**src/hdl/config_word_pkg.sv**
```systemverilog
package config_word_pkg;
  // Program-space addresses
  localparam logic [13:0] CFG_WORD_ADDR   = 14'h2007;
  localparam logic [13:0] ID_BASE_ADDR    = 14'h2000;
  localparam logic [13:0] HALF_BOUNDARY   = 14'h0800;
  // APB register byte offsets
  localparam logic [7:0]  OFS_FUSE_WORD   = 8'h00;
  localparam logic [7:0]  OFS_ACCESS_CHK  = 8'h04;
  localparam logic [7:0]  OFS_ID_BASE     = 8'h10;
  // Field positions of the configuration word
  localparam int          POS_DEBUG_DIS   = 13;
  localparam int          POS_GUARD_HI    = 11;
  localparam int          POS_GUARD_LO    = 10;
  localparam int          POS_BROWNOUT    = 8;
  localparam int          POS_READ_GUARD  = 6;
  localparam int          POS_RESET_PIN   = 5;
  localparam int          POS_PWRUP_DIS   = 4;
  localparam int          POS_WATCHDOG    = 3;
  // Unimplemented bits 12, 9, 7, 2..0 forced to one
  localparam logic [13:0] UNIMPL_MASK     = 14'h1287;
  // Erased fuse value after reset
  localparam logic [13:0] FUSE_RESET      = 14'h3FFF;
  localparam logic [13:0] ID_RESET        = 14'h3FFF;
  // Self-write guard codes
  localparam logic [1:0]  GUARD_ALL       = 2'h0;
  localparam logic [1:0]  GUARD_LOWER     = 2'h1;
  localparam logic [1:0]  GUARD_NONE      = 2'h3;
  localparam int          ID_COUNT        = 4;
endpackage : config_word_pkg

```
**src/hdl/write_guard.sv**
```systemverilog
`timescale 1ns/1ps
module write_guard
  import config_word_pkg::*;
(
  input  wire logic [1:0]  guardField,
  input  wire logic [13:0] writeAddr,
  output logic             writeAllowed
);
  // Self-write permission depends on the guard field and, for GUARD_LOWER, the write address
  always_comb begin
    case (guardField)
      GUARD_ALL:   writeAllowed = 1'b0;
      GUARD_LOWER: writeAllowed = (writeAddr >= HALF_BOUNDARY);
      GUARD_NONE:  writeAllowed = 1'b1;
      default:     writeAllowed = 1'b0;
    endcase
  end
endmodule : write_guard

```
**src/hdl/config_word_code_protection.sv**
```systemverilog
// The APB interface to the registers was chosen for this implementation.
`timescale 1ns/1ps
module config_word_code_protection
  import config_word_pkg::*;
(
  input  wire logic        clock,
  input  wire logic        rst,
  // APB slave
  input  wire logic        psel,
  input  wire logic        penable,
  input  wire logic        pwrite,
  input  wire logic [7:0]  paddr,
  input  wire logic [31:0] pwdata,
  output logic [31:0]      prdata,
  output logic             pready,
  output logic             pslverr,
  // Programming port (external programmer)
  input  wire logic        progVerifyMode,
  input  wire logic        extReq,
  input  wire logic        extWrite,
  input  wire logic [13:0] extAddr,
  input  wire logic [13:0] extWdata,
  output logic [13:0]      extRdata,
  output logic             extMemRead,
  output logic             extMemWrite,
  input  wire logic [13:0] memRdata,
  // Core side
  input  wire logic        coreFetch,
  output logic             coreFetchGrant,
  input  wire logic        selfWriteReq,
  input  wire logic [13:0] selfWriteAddr,
  output logic             selfWriteGrant,
  // Decoded settings
  output logic             debugDisable,
  output logic             brownoutResetEnable,
  output logic             resetPinExternal,
  output logic             resetPinPullup,
  output logic             powerupDelayEnable,
  output logic             watchdogEnable,
  output logic             codeProtected
);
  import config_word_pkg::*;

  logic [13:0] fuse_q, fuse_d;
  logic [13:0] idWord_q [ID_COUNT];
  logic [13:0] idWord_d [ID_COUNT];
  logic [13:0] extRdata_q, extRdata_d;
  logic        progSync1_q, progSync2_q;
  logic        extAllowed;
  logic        extHitCfg;
  logic        extHitId;
  logic [1:0]  extIdIdx;
  logic        guardOk;
  logic [13:0] fuseView;
  logic        apbWrite;

  // Program/verify strap from a pin: two-stage synchroniser
  always_ff @(posedge clock or posedge rst) begin
    if (rst) begin
      progSync1_q <= 1'b0;
      progSync2_q <= 1'b0;
    end else begin
      progSync1_q <= progVerifyMode;
      progSync2_q <= progSync1_q;
    end
  end

  // Visible word with unimplemented bits forced high
  assign fuseView   = fuse_q | UNIMPL_MASK;
  assign extHitCfg  = (extAddr == CFG_WORD_ADDR);
  assign extHitId   = (extAddr[13:2] == ID_BASE_ADDR[13:2]);
  assign extIdIdx   = extAddr[1:0];
  assign extAllowed = fuse_q[POS_READ_GUARD];
  assign apbWrite   = psel & penable & pwrite;

  // Decoded settings driven from the latched word
  assign debugDisable        = fuse_q[POS_DEBUG_DIS];
  assign brownoutResetEnable = fuse_q[POS_BROWNOUT];
  assign resetPinExternal    = fuse_q[POS_RESET_PIN];
  assign resetPinPullup      = fuse_q[POS_RESET_PIN];
  assign powerupDelayEnable  = ~fuse_q[POS_PWRUP_DIS];
  assign watchdogEnable      = fuse_q[POS_WATCHDOG];
  assign codeProtected       = ~fuse_q[POS_READ_GUARD];

  // Core reads never gated by protection
  assign coreFetchGrant = coreFetch;

  write_guard u_guard (
    .guardField   (fuse_q[POS_GUARD_HI:POS_GUARD_LO]),
    .writeAddr    (selfWriteAddr),
    .writeAllowed (guardOk)
  );

  // Self-write gated by guard field and write address only
  assign selfWriteGrant = selfWriteReq & guardOk;

  // Program memory strobes for external access
  assign extMemRead  = extReq & progSync2_q & ~extWrite & ~extHitCfg & ~extHitId & extAllowed;
  assign extMemWrite = extReq & progSync2_q & extWrite & ~extHitCfg & ~extHitId & extAllowed;

  // Next state of fuse, id words and external read data
  always_comb begin
    fuse_d     = fuse_q;
    extRdata_d = extRdata_q;
    for (int i = 0; i < ID_COUNT; i++) begin
      idWord_d[i] = idWord_q[i];
    end
    if (extReq && progSync2_q) begin
      if (extHitCfg) begin
        if (extWrite) begin
          fuse_d = extWdata;
        end else begin
          extRdata_d = fuseView;
        end
      end else if (extHitId) begin
        if (extWrite) begin
          idWord_d[extIdIdx] = extWdata;
        end else begin
          extRdata_d = idWord_q[extIdIdx];
        end
      end else if (!extWrite) begin
        extRdata_d = extAllowed ? memRdata : 14'h0000;
      end
    end
  end

  // Register state
  always_ff @(posedge clock or posedge rst) begin
    if (rst) begin
      fuse_q     <= FUSE_RESET;
      extRdata_q <= 14'h0000;
      for (int i = 0; i < ID_COUNT; i++) begin
        idWord_q[i] <= ID_RESET;
      end
    end else begin
      fuse_q     <= fuse_d;
      extRdata_q <= extRdata_d;
      for (int i = 0; i < ID_COUNT; i++) begin
        idWord_q[i] <= idWord_d[i];
      end
    end
  end

  assign extRdata = extRdata_q;

  // APB: zero wait states; fuse word read-only; ids hidden from running program
  always_comb begin
    prdata  = 32'h0000_0000;
    pslverr = 1'b0;
    pready  = 1'b1;
    if (psel && penable) begin
      case (paddr)
        OFS_FUSE_WORD: begin
          prdata[13:0] = fuseView;
          pslverr      = apbWrite; // Fuse word is read-only over the bus
        end
        OFS_ACCESS_CHK: begin
          prdata[0] = guardOk;
          prdata[1] = extAllowed;
          prdata[2] = progSync2_q;
          pslverr   = apbWrite;
        end
        default: begin
          pslverr = 1'b1;
        end
      endcase
    end
  end

  // Guard field behaviour and ungated core fetch
  guard_all_a: assert property (@(posedge clock) disable iff (rst)
    (fuse_q[POS_GUARD_HI:POS_GUARD_LO] == GUARD_ALL) |-> !selfWriteGrant)
    else $error("self-write under full guard");
  guard_lower_a: assert property (@(posedge clock) disable iff (rst)
    (fuse_q[POS_GUARD_HI:POS_GUARD_LO] == GUARD_LOWER && selfWriteReq && selfWriteAddr < HALF_BOUNDARY)
    |-> !selfWriteGrant) else $error("lower half written");
  guard_none_a: assert property (@(posedge clock) disable iff (rst)
    (fuse_q[POS_GUARD_HI:POS_GUARD_LO] == GUARD_NONE && selfWriteReq) |-> selfWriteGrant)
    else $error("open memory write refused");
  guard_only_a: assert property (@(posedge clock) disable iff (rst)
    (fuse_q[POS_GUARD_HI:POS_GUARD_LO] == GUARD_NONE && selfWriteReq && !extAllowed) |-> selfWriteGrant)
    else $error("read guard blocked self-write");
  fetch_free_a: assert property (@(posedge clock) disable iff (rst)
    coreFetch |-> coreFetchGrant)
    else $error("fetch blocked");

  // External programming port behaviour
  unimpl_one_a: assert property (@(posedge clock) disable iff (rst)
    (extReq && progSync2_q && extHitCfg && !extWrite)
    |=> (extRdata[12] && extRdata[9] && extRdata[7] && extRdata[2:0] == 3'h7))
    else $error("unimplemented bit read zero");
  cfg_load_a: assert property (@(posedge clock) disable iff (rst)
    (extReq && progSync2_q && extHitCfg && extWrite) |=> (fuse_q == $past(extWdata)))
    else $error("config word not loaded");
  protect_zero_a: assert property (@(posedge clock) disable iff (rst)
    (extReq && progSync2_q && !extHitCfg && !extHitId && !extWrite && !extAllowed)
    |=> (extRdata == 14'h0000 && $stable(fuse_q)))
    else $error("protected read leaked");
  open_read_a: assert property (@(posedge clock) disable iff (rst)
    (extReq && progSync2_q && !extHitCfg && !extHitId && !extWrite && extAllowed)
    |=> (extRdata == $past(memRdata)))
    else $error("open read data wrong");
  protect_block_a: assert property (@(posedge clock) disable iff (rst)
    !extAllowed |-> !(extMemRead || extMemWrite))
    else $error("protected access strobed");
  strobe_mode_a: assert property (@(posedge clock) disable iff (rst)
    !progSync2_q |-> !(extMemRead || extMemWrite))
    else $error("memory strobed outside program mode");
  id_hidden_a: assert property (@(posedge clock) disable iff (rst)
    (!progSync2_q && extReq) |=> $stable(idWord_q[0]) && $stable(idWord_q[3]))
    else $error("id written outside program mode");

  // Decoded setting outputs
  pwrup_pol_a: assert property (@(posedge clock) disable iff (rst)
    powerupDelayEnable != fuse_q[POS_PWRUP_DIS])
    else $error("power-up polarity wrong");
  cfg_decode_a: assert property (@(posedge clock) disable iff (rst)
    (watchdogEnable == fuse_q[POS_WATCHDOG]) && (brownoutResetEnable == fuse_q[POS_BROWNOUT])
    && (resetPinPullup == resetPinExternal))
    else $error("setting decode wrong");
endmodule : config_word_code_protection

```
**config.mk**
```make
export PLATFORM = sky130hd
export DESIGN_NAME = config_word_code_protection
export DESIGN_NICKNAME = d
export VERILOG_FILES = /design/src/hdl/config_word_pkg.sv /design/src/hdl/write_guard.sv /design/src/hdl/config_word_code_protection.sv
export SDC_FILE = /design/constraint.sdc
export NUM_CORES = 1
export LEC_CHECK = 0
export BUFFER_PORTS_ARGS = -buffer_cell sky130_fd_sc_hd__buf_2
export CORE_ASPECT_RATIO = 0.8
export CORE_MARGIN = 1
export CORE_UTILIZATION = 44
export DETAILED_ROUTE_END_ITERATION = 12
export HOLD_SLACK_MARGIN = 0.08
export PLACE_DENSITY_LB_ADDON = 0.1
export SYNTH_ARGS = -nofsm -noshare
export SYNTH_HDL_FRONTEND = slang
export SYNTH_SLANG_ARGS = --single-unit
```
**constraint.sdc**
```tcl
create_clock -name clock -period 2 [get_ports clock]
set_input_delay 0.1 -clock clock [delete_from_list [all_inputs] [get_ports clock]]
set_output_delay 0.1 -clock clock [all_outputs]
set_load 0.05 [all_outputs]
```
==> results.md, run 1 <==
- The detailed-placement wirelength estimate is 7200 um.
- The distinct cell type count after synthesis is 43.
- The data arrival time of the critical path is 1770 ps.
- In this run the standard cell core region covers 9040 um2.
- The most common cell in the synthesized netlist is sky130_fd_sc_hd__dfstp_2.
- Along the worst path, the maximum fanout reaches 4.
- The highest metal layer carrying signal wires in the routed design is met4.
- The path length in cells of the critical path is 5.
- Internal power comes to 2.78 mW.
- The number of max-slew violations in the final report is 0.
- The via count of the first global-routing pass is 2985.
- Setup repair after global routing left no endpoint under its margin.
- TritonCTS built the clock tree.
- On the worst path, the slowest cell contributes a delay of 560 ps.
- The compound-gate portion of the synthesized area is 0.0619.
- The longest clock path from root to sink contains 2 buffers.
- The area of the die is 9710 um2.
- Fill cells in the final layout number 769.
- The worst hold path belongs to the class input port to flip-flop.
- The initial antenna violation count is 0.
- The fraction of registers with async set/reset is 1.00.
- Of the total power, the share spent switching nets is 0.275.
- Of the total power, the clock network draws 0.409.
- Clock tree synthesis selected as its root buffer the cell sky130_fd_sc_hd__clkbuf_16.
- The clock edge transition at the registers on the reported setup and hold paths is 60 ps.
- Detailed routing placed a total of 4420 um of wire on met2.
- Summed over all cells, the static leakage comes to 2.39 nW.
- For the finished layout, the period the worst path requires is 1870 ps.
- Of the total synthesized cell area, the portion taken by AND, OR, NAND and NOR gates is 0.113.
- The number of maximum-capacitance constraint violations is 0.
- The first-pass GRT wire length is 15600 um.
- TritonCTS created 9 clock buffers.
- The area overhead of the layout relative to synthesis is 29.7%.
- The worst voltage drop across the vdd grid is 495 uV.
- By area the synthesized netlist is led by sky130_fd_sc_hd__dfstp_2 (41%), sky130_fd_sc_hd__mux2_2 (14%), sky130_fd_sc_hd__dfrtp_1 (9.8%).
- The area fraction of the dominant cell type after synthesis is 0.410.
- Setup violations remaining at the end of the flow were counted as 0.
- The total global routing track utilization is 0.217.
- The die width is 110 um.
- The number of iterations in the first detailed-routing pass is 4.
- The synthesized area per cell is 12.3 um2.
- The via density per instance is 5.17.
- The detailed router put a total of 4700 um of wire on met1.
- STA classifies the critical path startpoint as an input port.
- The part of the power in registers is 0.443.
- The type of the worst setup path is input port to output port.
- The count of antenna-violating nets left after detailed routing is 0.
- After synthesis, the largest family of logic cells by area is multiplexers.
- The signal on the critical path passes through buf_2 -> or4_4 -> or4_1 -> and3_1 -> buf_2.
- Static timing analysis puts the maximum clock frequency at 0.534 GHz.
- The fraction of the yosys area taken by sequential cells is 0.508.
- The length of routed met3 wiring is 599 um.
- The number of failing hold endpoints at the final stage is 0.
- Summed over all layers, the global routing overflow is 0.
- The largest individual stage delay along the critical path comes from the cell sky130_fd_sc_hd__or4_1.
- Of the total synthesized cell area, the portion taken by full adders, half adders and majority gates is 0.
- The total number of vias is 3042.
- The sort of element at the end of the critical path is an output port.
- In this run the tool buffered the top-level ports with 100 buffer cells.
- Of the total synthesized cell area, the portion taken by XOR and XNOR cells is 0.
- The post-route fraction of the period consumed by the critical path is 0.937.
- Of the cells placed in the final design, the portion with a size suffix greater than 1 is 0.584.
- After detailed routing, the number of remaining DRC violations is 0.
- The power density over the cells is 721 nW/um2.
- The number of diodes is 0.
- By count the netlist is led by sky130_fd_sc_hd__dfstp_2 (64), sky130_fd_sc_hd__mux2_2 (50), sky130_fd_sc_hd__nand2_1 (25), sky130_fd_sc_hd__buf_4 (23), sky130_fd_sc_hd__nor2_1 (18).
- Entering global routing, the biggest net connects 40 pins.
- The power consumption is 3.83 mW.
- Clock tree synthesis found a total of 80 sinks.
- The number of nets in the final layout is 575.
- From bottom edge to top edge, the die measures 88.3 um.
- Dividing the detail-routed wire length by the instance count gives 16.7 um.
- The final standard cell utilization of the core is 0.588.
- Grouping stages by cell kind, the critical path spends the most delay in simple AND/OR/NAND/NOR gates.
- The post-route standard cell area excluding fillers is 5320 um2.
- Routability-driven placement finished with a final weighted congestion of 0.789.
- The initial utilization of the core area, before any placement, comes to 0.454.
- The worst hold path stage count is 4.
- The dominant register cell in the synthesized netlist is sky130_fd_sc_hd__dfstp_2.
- Summed over all instances, the cell type with the most area after synthesis is sky130_fd_sc_hd__dfstp_2.
- The worst reg-to-reg setup slack is 180 ps.
- The number of resized instances in the post-cts repair step is 0.
- The cell area that synthesis handed to floorplanning was 4100 um2.
- The flow ran to the end, and the final reports show no timing, DRC or antenna violations.
- The total number of yosys warnings is 0.
- The placement-stage cell area is 4800 um2.
- The share of cell area taken by muxes after synthesis is 0.248.
- Yosys mapped a number of flops with a built-in enable equal to 0.
- The analysis attributes to net switching a power of 1.05 mW.
- For the worst flop-to-flop path, the logic depth is 6.
- 165 I/O pins were placed.
- The H-tree level count is 3.
- The largest clock skew in the final design is 5.36 ps.
- The first routing iteration left 112 violations.
- The combinational share of power is 0.148.
- The summed negative setup slack over all endpoints is 0 ps.
- Among the stages of the critical path, the cell type that occurs most often is sky130_fd_sc_hd__buf_2.
- The required time at the worst-slack endpoint is 1900 ps.
- The number of buffer and inverter instances along the worst setup path is 2.
- The detailed-route wire length is 9810 um.
- Synthesis inferred 80 register bits.
- The clock latency on the worst-skew pair is 330 ps.
- The instance count of the mapped netlist is 333.
- The number of placement rows is 31.
[through the flow]
step,setup slack [ps],hold WS (ps),std cells
6_report,127,149,588
5_1_grt,89.5,166,588
4_1_cts,107,137,588
3_5_place_dp,61.4,106,550
3_3_place_gp,96.8,104,550
2_1_floorplan,8.87,131,350
[area by class of cell]
type / instances / area, um2 / area share
sequential: 80 / 2080 / 0.392
multi-input combinational: 224 / 1820 / 0.342
timing repair buffer: 148 / 956 / 0.180
clock buffer: 11 / 264 / 0.0497
tap: 115 / 144 / 0.0271
inverter: 6 / 26.3 / 0.00494
clock inverter: 4 / 25.0 / 0.00471
[layer usage]
metal,vias to the layer above,GRT usage
met1,1503,0.313
met3,11,0.0567
met4,0,0.0594
met2,95,0.324
li1,1433,-
met5,-,0
[kinds of logic after synthesis]
logic type             after synthesis
other                                2
flip-flops                          80
multiplexers                        85
buffers and inverters               46
AO/OA/AOI/OAI                       35
AND/OR/NAND/NOR                     85
[worst paths after layout]
check                                       from                        to
min in group asynchronous                    rst   extRdata[2]$_DFFE_PP0P_
max                                   extAddr[8]                extMemRead
max reg2reg                progSync2_q$_DFF_PP0_  idWord_q[14]$_DFFE_PP1P_
max in group asynchronous                    rst  idWord_q[17]$_DFFE_PP1P_
min                                 memRdata[13]  extRdata[13]$_DFFE_PP0P_
min reg2reg                progSync1_q$_DFF_PP0_     progSync2_q$_DFF_PP0_
[sequential cells by signal, summed over array words and instances (netlist names)]
register,cells
fuse_q,8
progSync1_q,1
idWord_q,56
extRdata,14
progSync2_q,1
[timing repair]
item	4_1_cts	5_1_grt
hold buffers	23	0
hold endpoints to repair	88	0
endpoints found under the setup margin	0	0
buffers inserted	0	0
[power groups by stage]
stage	clock [mW]	sequential, mW	combinational, mW
detailed placement	0	1.72	0.534
global placement	0	1.72	0.530
global route	1.68	1.70	0.613
floorplan	0	1.88	0.233
CTS	1.61	1.70	0.569
finish	1.57	1.70	0.567
[layout by cell type, fill, tap and decap left out, types with 3 or more instances in the layout]
| cell | n |
|---|---|
| sky130_fd_sc_hd__buf_2 | 100 |
| sky130_fd_sc_hd__dfstp_2 | 64 |
| sky130_fd_sc_hd__mux2_2 | 50 |
| sky130_fd_sc_hd__nand2_1 | 25 |
| sky130_fd_sc_hd__dlygate4sd3_1 | 23 |
| sky130_fd_sc_hd__buf_4 | 22 |
| sky130_fd_sc_hd__conb_1 | 19 |
| sky130_fd_sc_hd__nor2_1 | 17 |
| sky130_fd_sc_hd__dfrtp_1 | 16 |
| sky130_fd_sc_hd__mux2_1 | 14 |
| sky130_fd_sc_hd__a31oi_1 | 14 |
| sky130_fd_sc_hd__mux2i_1 | 14 |
| sky130_fd_sc_hd__clkbuf_16 | 10 |
| sky130_fd_sc_hd__nand3_1 | 9 |
| sky130_fd_sc_hd__mux4_2 | 7 |
| sky130_fd_sc_hd__o22ai_1 | 7 |
| sky130_fd_sc_hd__and2_1 | 6 |
| sky130_fd_sc_hd__o2bb2ai_1 | 6 |
| sky130_fd_sc_hd__inv_1 | 5 |
| sky130_fd_sc_hd__nor3_1 | 4 |
| sky130_fd_sc_hd__nor3_2 | 3 |
| sky130_fd_sc_hd__a21oi_1 | 3 |
| sky130_fd_sc_hd__buf_12 | 3 |
[worst reg2reg max path, cell delays in order, from the launching register on]
cell and delay, ps:
sky130_fd_sc_hd__dfrtp_1 370, sky130_fd_sc_hd__and4b_1 210, sky130_fd_sc_hd__nand4_1 200, sky130_fd_sc_hd__buf_4 220
sky130_fd_sc_hd__nor3b_2 180, sky130_fd_sc_hd__buf_4 210, sky130_fd_sc_hd__mux2_2 350
No activity file was read; power rests on OpenSTA's default activity.
==> run 2, diff against run 1 <==
--- a/config.mk
+++ b/config.mk
@@ -8,10 +8,12 @@
 export BUFFER_PORTS_ARGS = -buffer_cell sky130_fd_sc_hd__buf_2
 export CORE_ASPECT_RATIO = 0.8
 export CORE_MARGIN = 1
-export CORE_UTILIZATION = 44
+export CORE_UTILIZATION = 45
+export CTS_BUF_LIST = sky130_fd_sc_hd__clkbuf_8
 export DETAILED_ROUTE_END_ITERATION = 12
 export HOLD_SLACK_MARGIN = 0.08
 export PLACE_DENSITY_LB_ADDON = 0.1
+export SETUP_SLACK_MARGIN = 0.4
 export SYNTH_ARGS = -nofsm -noshare
 export SYNTH_HDL_FRONTEND = slang
 export SYNTH_SLANG_ARGS = --single-unit
==> run 2 against run 1 <==
Against the previous run:
- utilization up 5.5 points
- worst setup slack gained 120 ps
- global-route usage rose by 0.48 points
- count of clock-buffer cells in the layout decreased by 2
- maximum frequency grew 6.5%
- power down 15%
- sequential power is essentially flat
- largest cell class is now multi-input combinational cells
- critical path type is now flip-flop to flip-flop
- final cell count is 0.51% higher
==> results.md, run 2 (synthesis results as in run 1) <==
- The finished layout holds 591 standard cells, fillers aside.
- IR analysis of the VDD net gives a maximum drop of 508 uV.
- The largest single stage delay on the critical path is 370 ps.
- The number of buffers and inverters on the critical path is 2.
- The die width is 109 um.
- The final global-route overflow total is 0.
- The data arrival time of the critical path is 2030 ps.
- The pre-antenna-repair detailed-routing pass consisted of 4 iterations.
- The sequential cells in the finished layout cover a total of 2090 um2.
- In this run, CTS created clock tree buffers numbering 9.
- After detailed placement, the design holds a cell count of 543.
- The top register by number of flip-flops is idWord_q.
- In this run the critical register-to-register path is captured at idWord_q[54]$_DFFE_PP1P_.
- Clock skew on the completed layout was measured at 9.61 ps.
- The floorplan has 30 rows.
- The largest net degree at the start of global routing is 81.
- The number of design-rule violations left by the first detailed-router iteration is 112.
- Total power for the finished layout comes to 3.26 mW.
- The fraction of layout instances using a drive strength above 1 is 0.656.
- The worst reg-to-reg setup slack is 240 ps.
- The type of the tightest min-delay check is input port to flip-flop.
- The port buffer count is 100.
- The initial utilization of the core area, before any placement, comes to 0.473.
- The flip-flop count of the largest register, all copies and words added is 56.
- The first global-routing pass estimated 15400 um of wire.
- Walking the worst path, the cells encountered are and4b_1 -> nand4_1 -> buf_6 -> or3_4 -> buf_12 -> mux2_1.
- The later pin in the worst-skew pair is clocked with a latency of 360 ps.
- The clock edge transition at the registers on the reported setup and hold paths is 70 ps.
- The H-tree level count is 3.
- The standard cell core area is 8670 um2.
- In this run the deepest clock path goes through 2 buffers.
- The cell class contributing the biggest share of worst-path delay is simple AND/OR/NAND/NOR gates.
- The detailed-route wire length is 10100 um.
- Setup repair after global routing could not meet its margin everywhere.
- In this run the static leakage power is 2.45 nW.
- From synthesis to final layout, the design area changed by 36.0%.
- The via density per instance is 5.21.
- Leaving out fill and tap cells, the most frequent cells in the layout are sky130_fd_sc_hd__buf_2 (92), sky130_fd_sc_hd__dfstp_2 (63), sky130_fd_sc_hd__mux2_4 (36).
- The routed layout has 3082 vias.
- Leaving out fill and tap cells, the most frequent cell in the layout is sky130_fd_sc_hd__buf_2.
- The nature of the critical path startpoint is a flip-flop.
- The sort of element at the end of the critical path is a flip-flop.
- Data on the critical path is required at its endpoint by 2280 ps.
- The TritonCTS clock tree is done.
- The number of maximum-capacitance constraint violations is 0.
- The peak clock frequency supported by timing is 0.569 GHz.
- In this run the vertical extent of the chip is 87.4 um.
- The number of failing hold endpoints at the final stage was 0.
- Across every metal layer, demand over resource in global routing totals 0.222.
- The number of diodes is 0.
- The DRC violation count after routing is 0.
- The number of max-slew violations in the final report is 0.
- 165 I/O pins were placed.
- The root buffer cell chosen for the clock tree is sky130_fd_sc_hd__clkbuf_8.
- The worst hold path terminates at extRdata[8]$_DFFE_PP0P_.
- In this run the critical register-to-register path is launched from progSync2_q$_DFF_PP0_.
- Dividing the final minimum period by the clock period gives 0.879.
- The initial antenna violation count came to 0.
- For the worst flop-to-flop path, the logic depth is 6.
- After the last flow step, the layout net total stands at 581.
- The die covers 9500 um2.
- The largest individual stage delay along the critical path comes from the cell sky130_fd_sc_hd__dfrtp_1.
- The worst hold path was traced through 4 stages.
- The average wire per standard cell is 17.2 um.
- The multi-input combinational cell area is 2110 um2.
- Counting the fill cells in the layout gives 666.
- The setup path with the least slack is of type flip-flop to flip-flop.
- The summed negative setup slack over all endpoints is 0 ps.
- The detail route stage leaves a number of antenna-violating nets equal to 0.
- The via count of the first global-routing pass is 2817.
- In this run the worst path has a maximum fanout of 10.
- The time the worst path needs with I/O delays and setup is 1760 ps.
- The clock sink total is 80.
- The run finished with clean final reports.
- The power density over the cells is 585 nW/um2.
- The final setup violation count is 0.
- At the end of routability-driven placement, the weighted congestion stood at 0.785.
- The detailed-placement wirelength estimate is 7110 um.
- The worst min-delay path startpoint is memRdata[8].
==> run 2: per-layer routing <==
layer / global-route usage / routed length, um / part of all wire / vias to the layer above
met5: 0 / 0 / 0 / -
met4: 0.0553 / 69 / 0.0068 / 0
met3: 0.0553 / 550 / 0.054 / 7
met2: 0.330 / 4600 / 0.45 / 100
met1: 0.323 / 4920 / 0.49 / 1522
li1: - / - / - / 1453
==> run 2: what timing repair did <==
| item | in CTS | in global routing |
|---|---|---|
| hold endpoints to repair | 87 | 0 |
| cloned | 0 | 1 |
| hold buffers | 23 | 0 |
| setup endpoints to repair | 63 | 69 |
| pin swaps | 5 | 8 |
| resized for setup | 26 | 13 |
| buffers inserted | 6 | 3 |
==> run 2: area by class of cell <==
class                   instances  area share
inverters                       6     0.00471
clock inverters                 6     0.00538
well taps                     112      0.0251
flip-flops and latches         80       0.374
multi-input cells             225       0.379
clock buffers                   9      0.0222
repair buffers                153       0.190
==> run 2: worst max path at each step <==
| stage | end | from | depth (start not counted) | slack (ps) |
|---|---|---|---|---|
| after floorplan | prdata[6] | fuse_q[6]$_DFFE_PP1P_ | 3 | 110 |
| after global placement | extMemRead | extAddr[8] | 5 | 90 |
| after detailed placement | extMemRead | extAddr[8] | 5 | 70 |
| after CTS | idWord_q[53]$_DFFE_PP1P_ | progSync2_q$_DFF_PP0_ | 6 | 240 |
| after global routing | idWord_q[53]$_DFFE_PP1P_ | progSync2_q$_DFF_PP0_ | 6 | 160 |
| final | idWord_q[54]$_DFFE_PP1P_ | progSync2_q$_DFF_PP0_ | 6 | 240 |
==> run 2: worst reg2reg max path: stages, from the launching register on <==
cell                      delay [ps]
sky130_fd_sc_hd__dfrtp_1         370
sky130_fd_sc_hd__and4b_1         220
sky130_fd_sc_hd__nand4_1         100
sky130_fd_sc_hd__buf_6           160
sky130_fd_sc_hd__or3_4           350
sky130_fd_sc_hd__buf_12          160
sky130_fd_sc_hd__mux2_1          320
==> run 2: per-stage QoR <==
stage,util,hold WS (ps),area (um2),setup slack [ps]
after global routing,0.643,128,5580,164
final,0.643,129,5580,242
after detailed placement,0.573,201,4970,67.8
after global placement,0.573,201,4970,92.2
after floorplan,-,131,4440,106
after CTS,0.634,105,5500,239
==> run 2: power by group <==
part           switching (mW)  internal, mW  leakage [nW]
Combinational           0.415         0.171          1.51
Clock                   0.554         0.428        0.0872
Sequential             0.0246          1.67         0.851
Total                   0.993          2.27          2.45
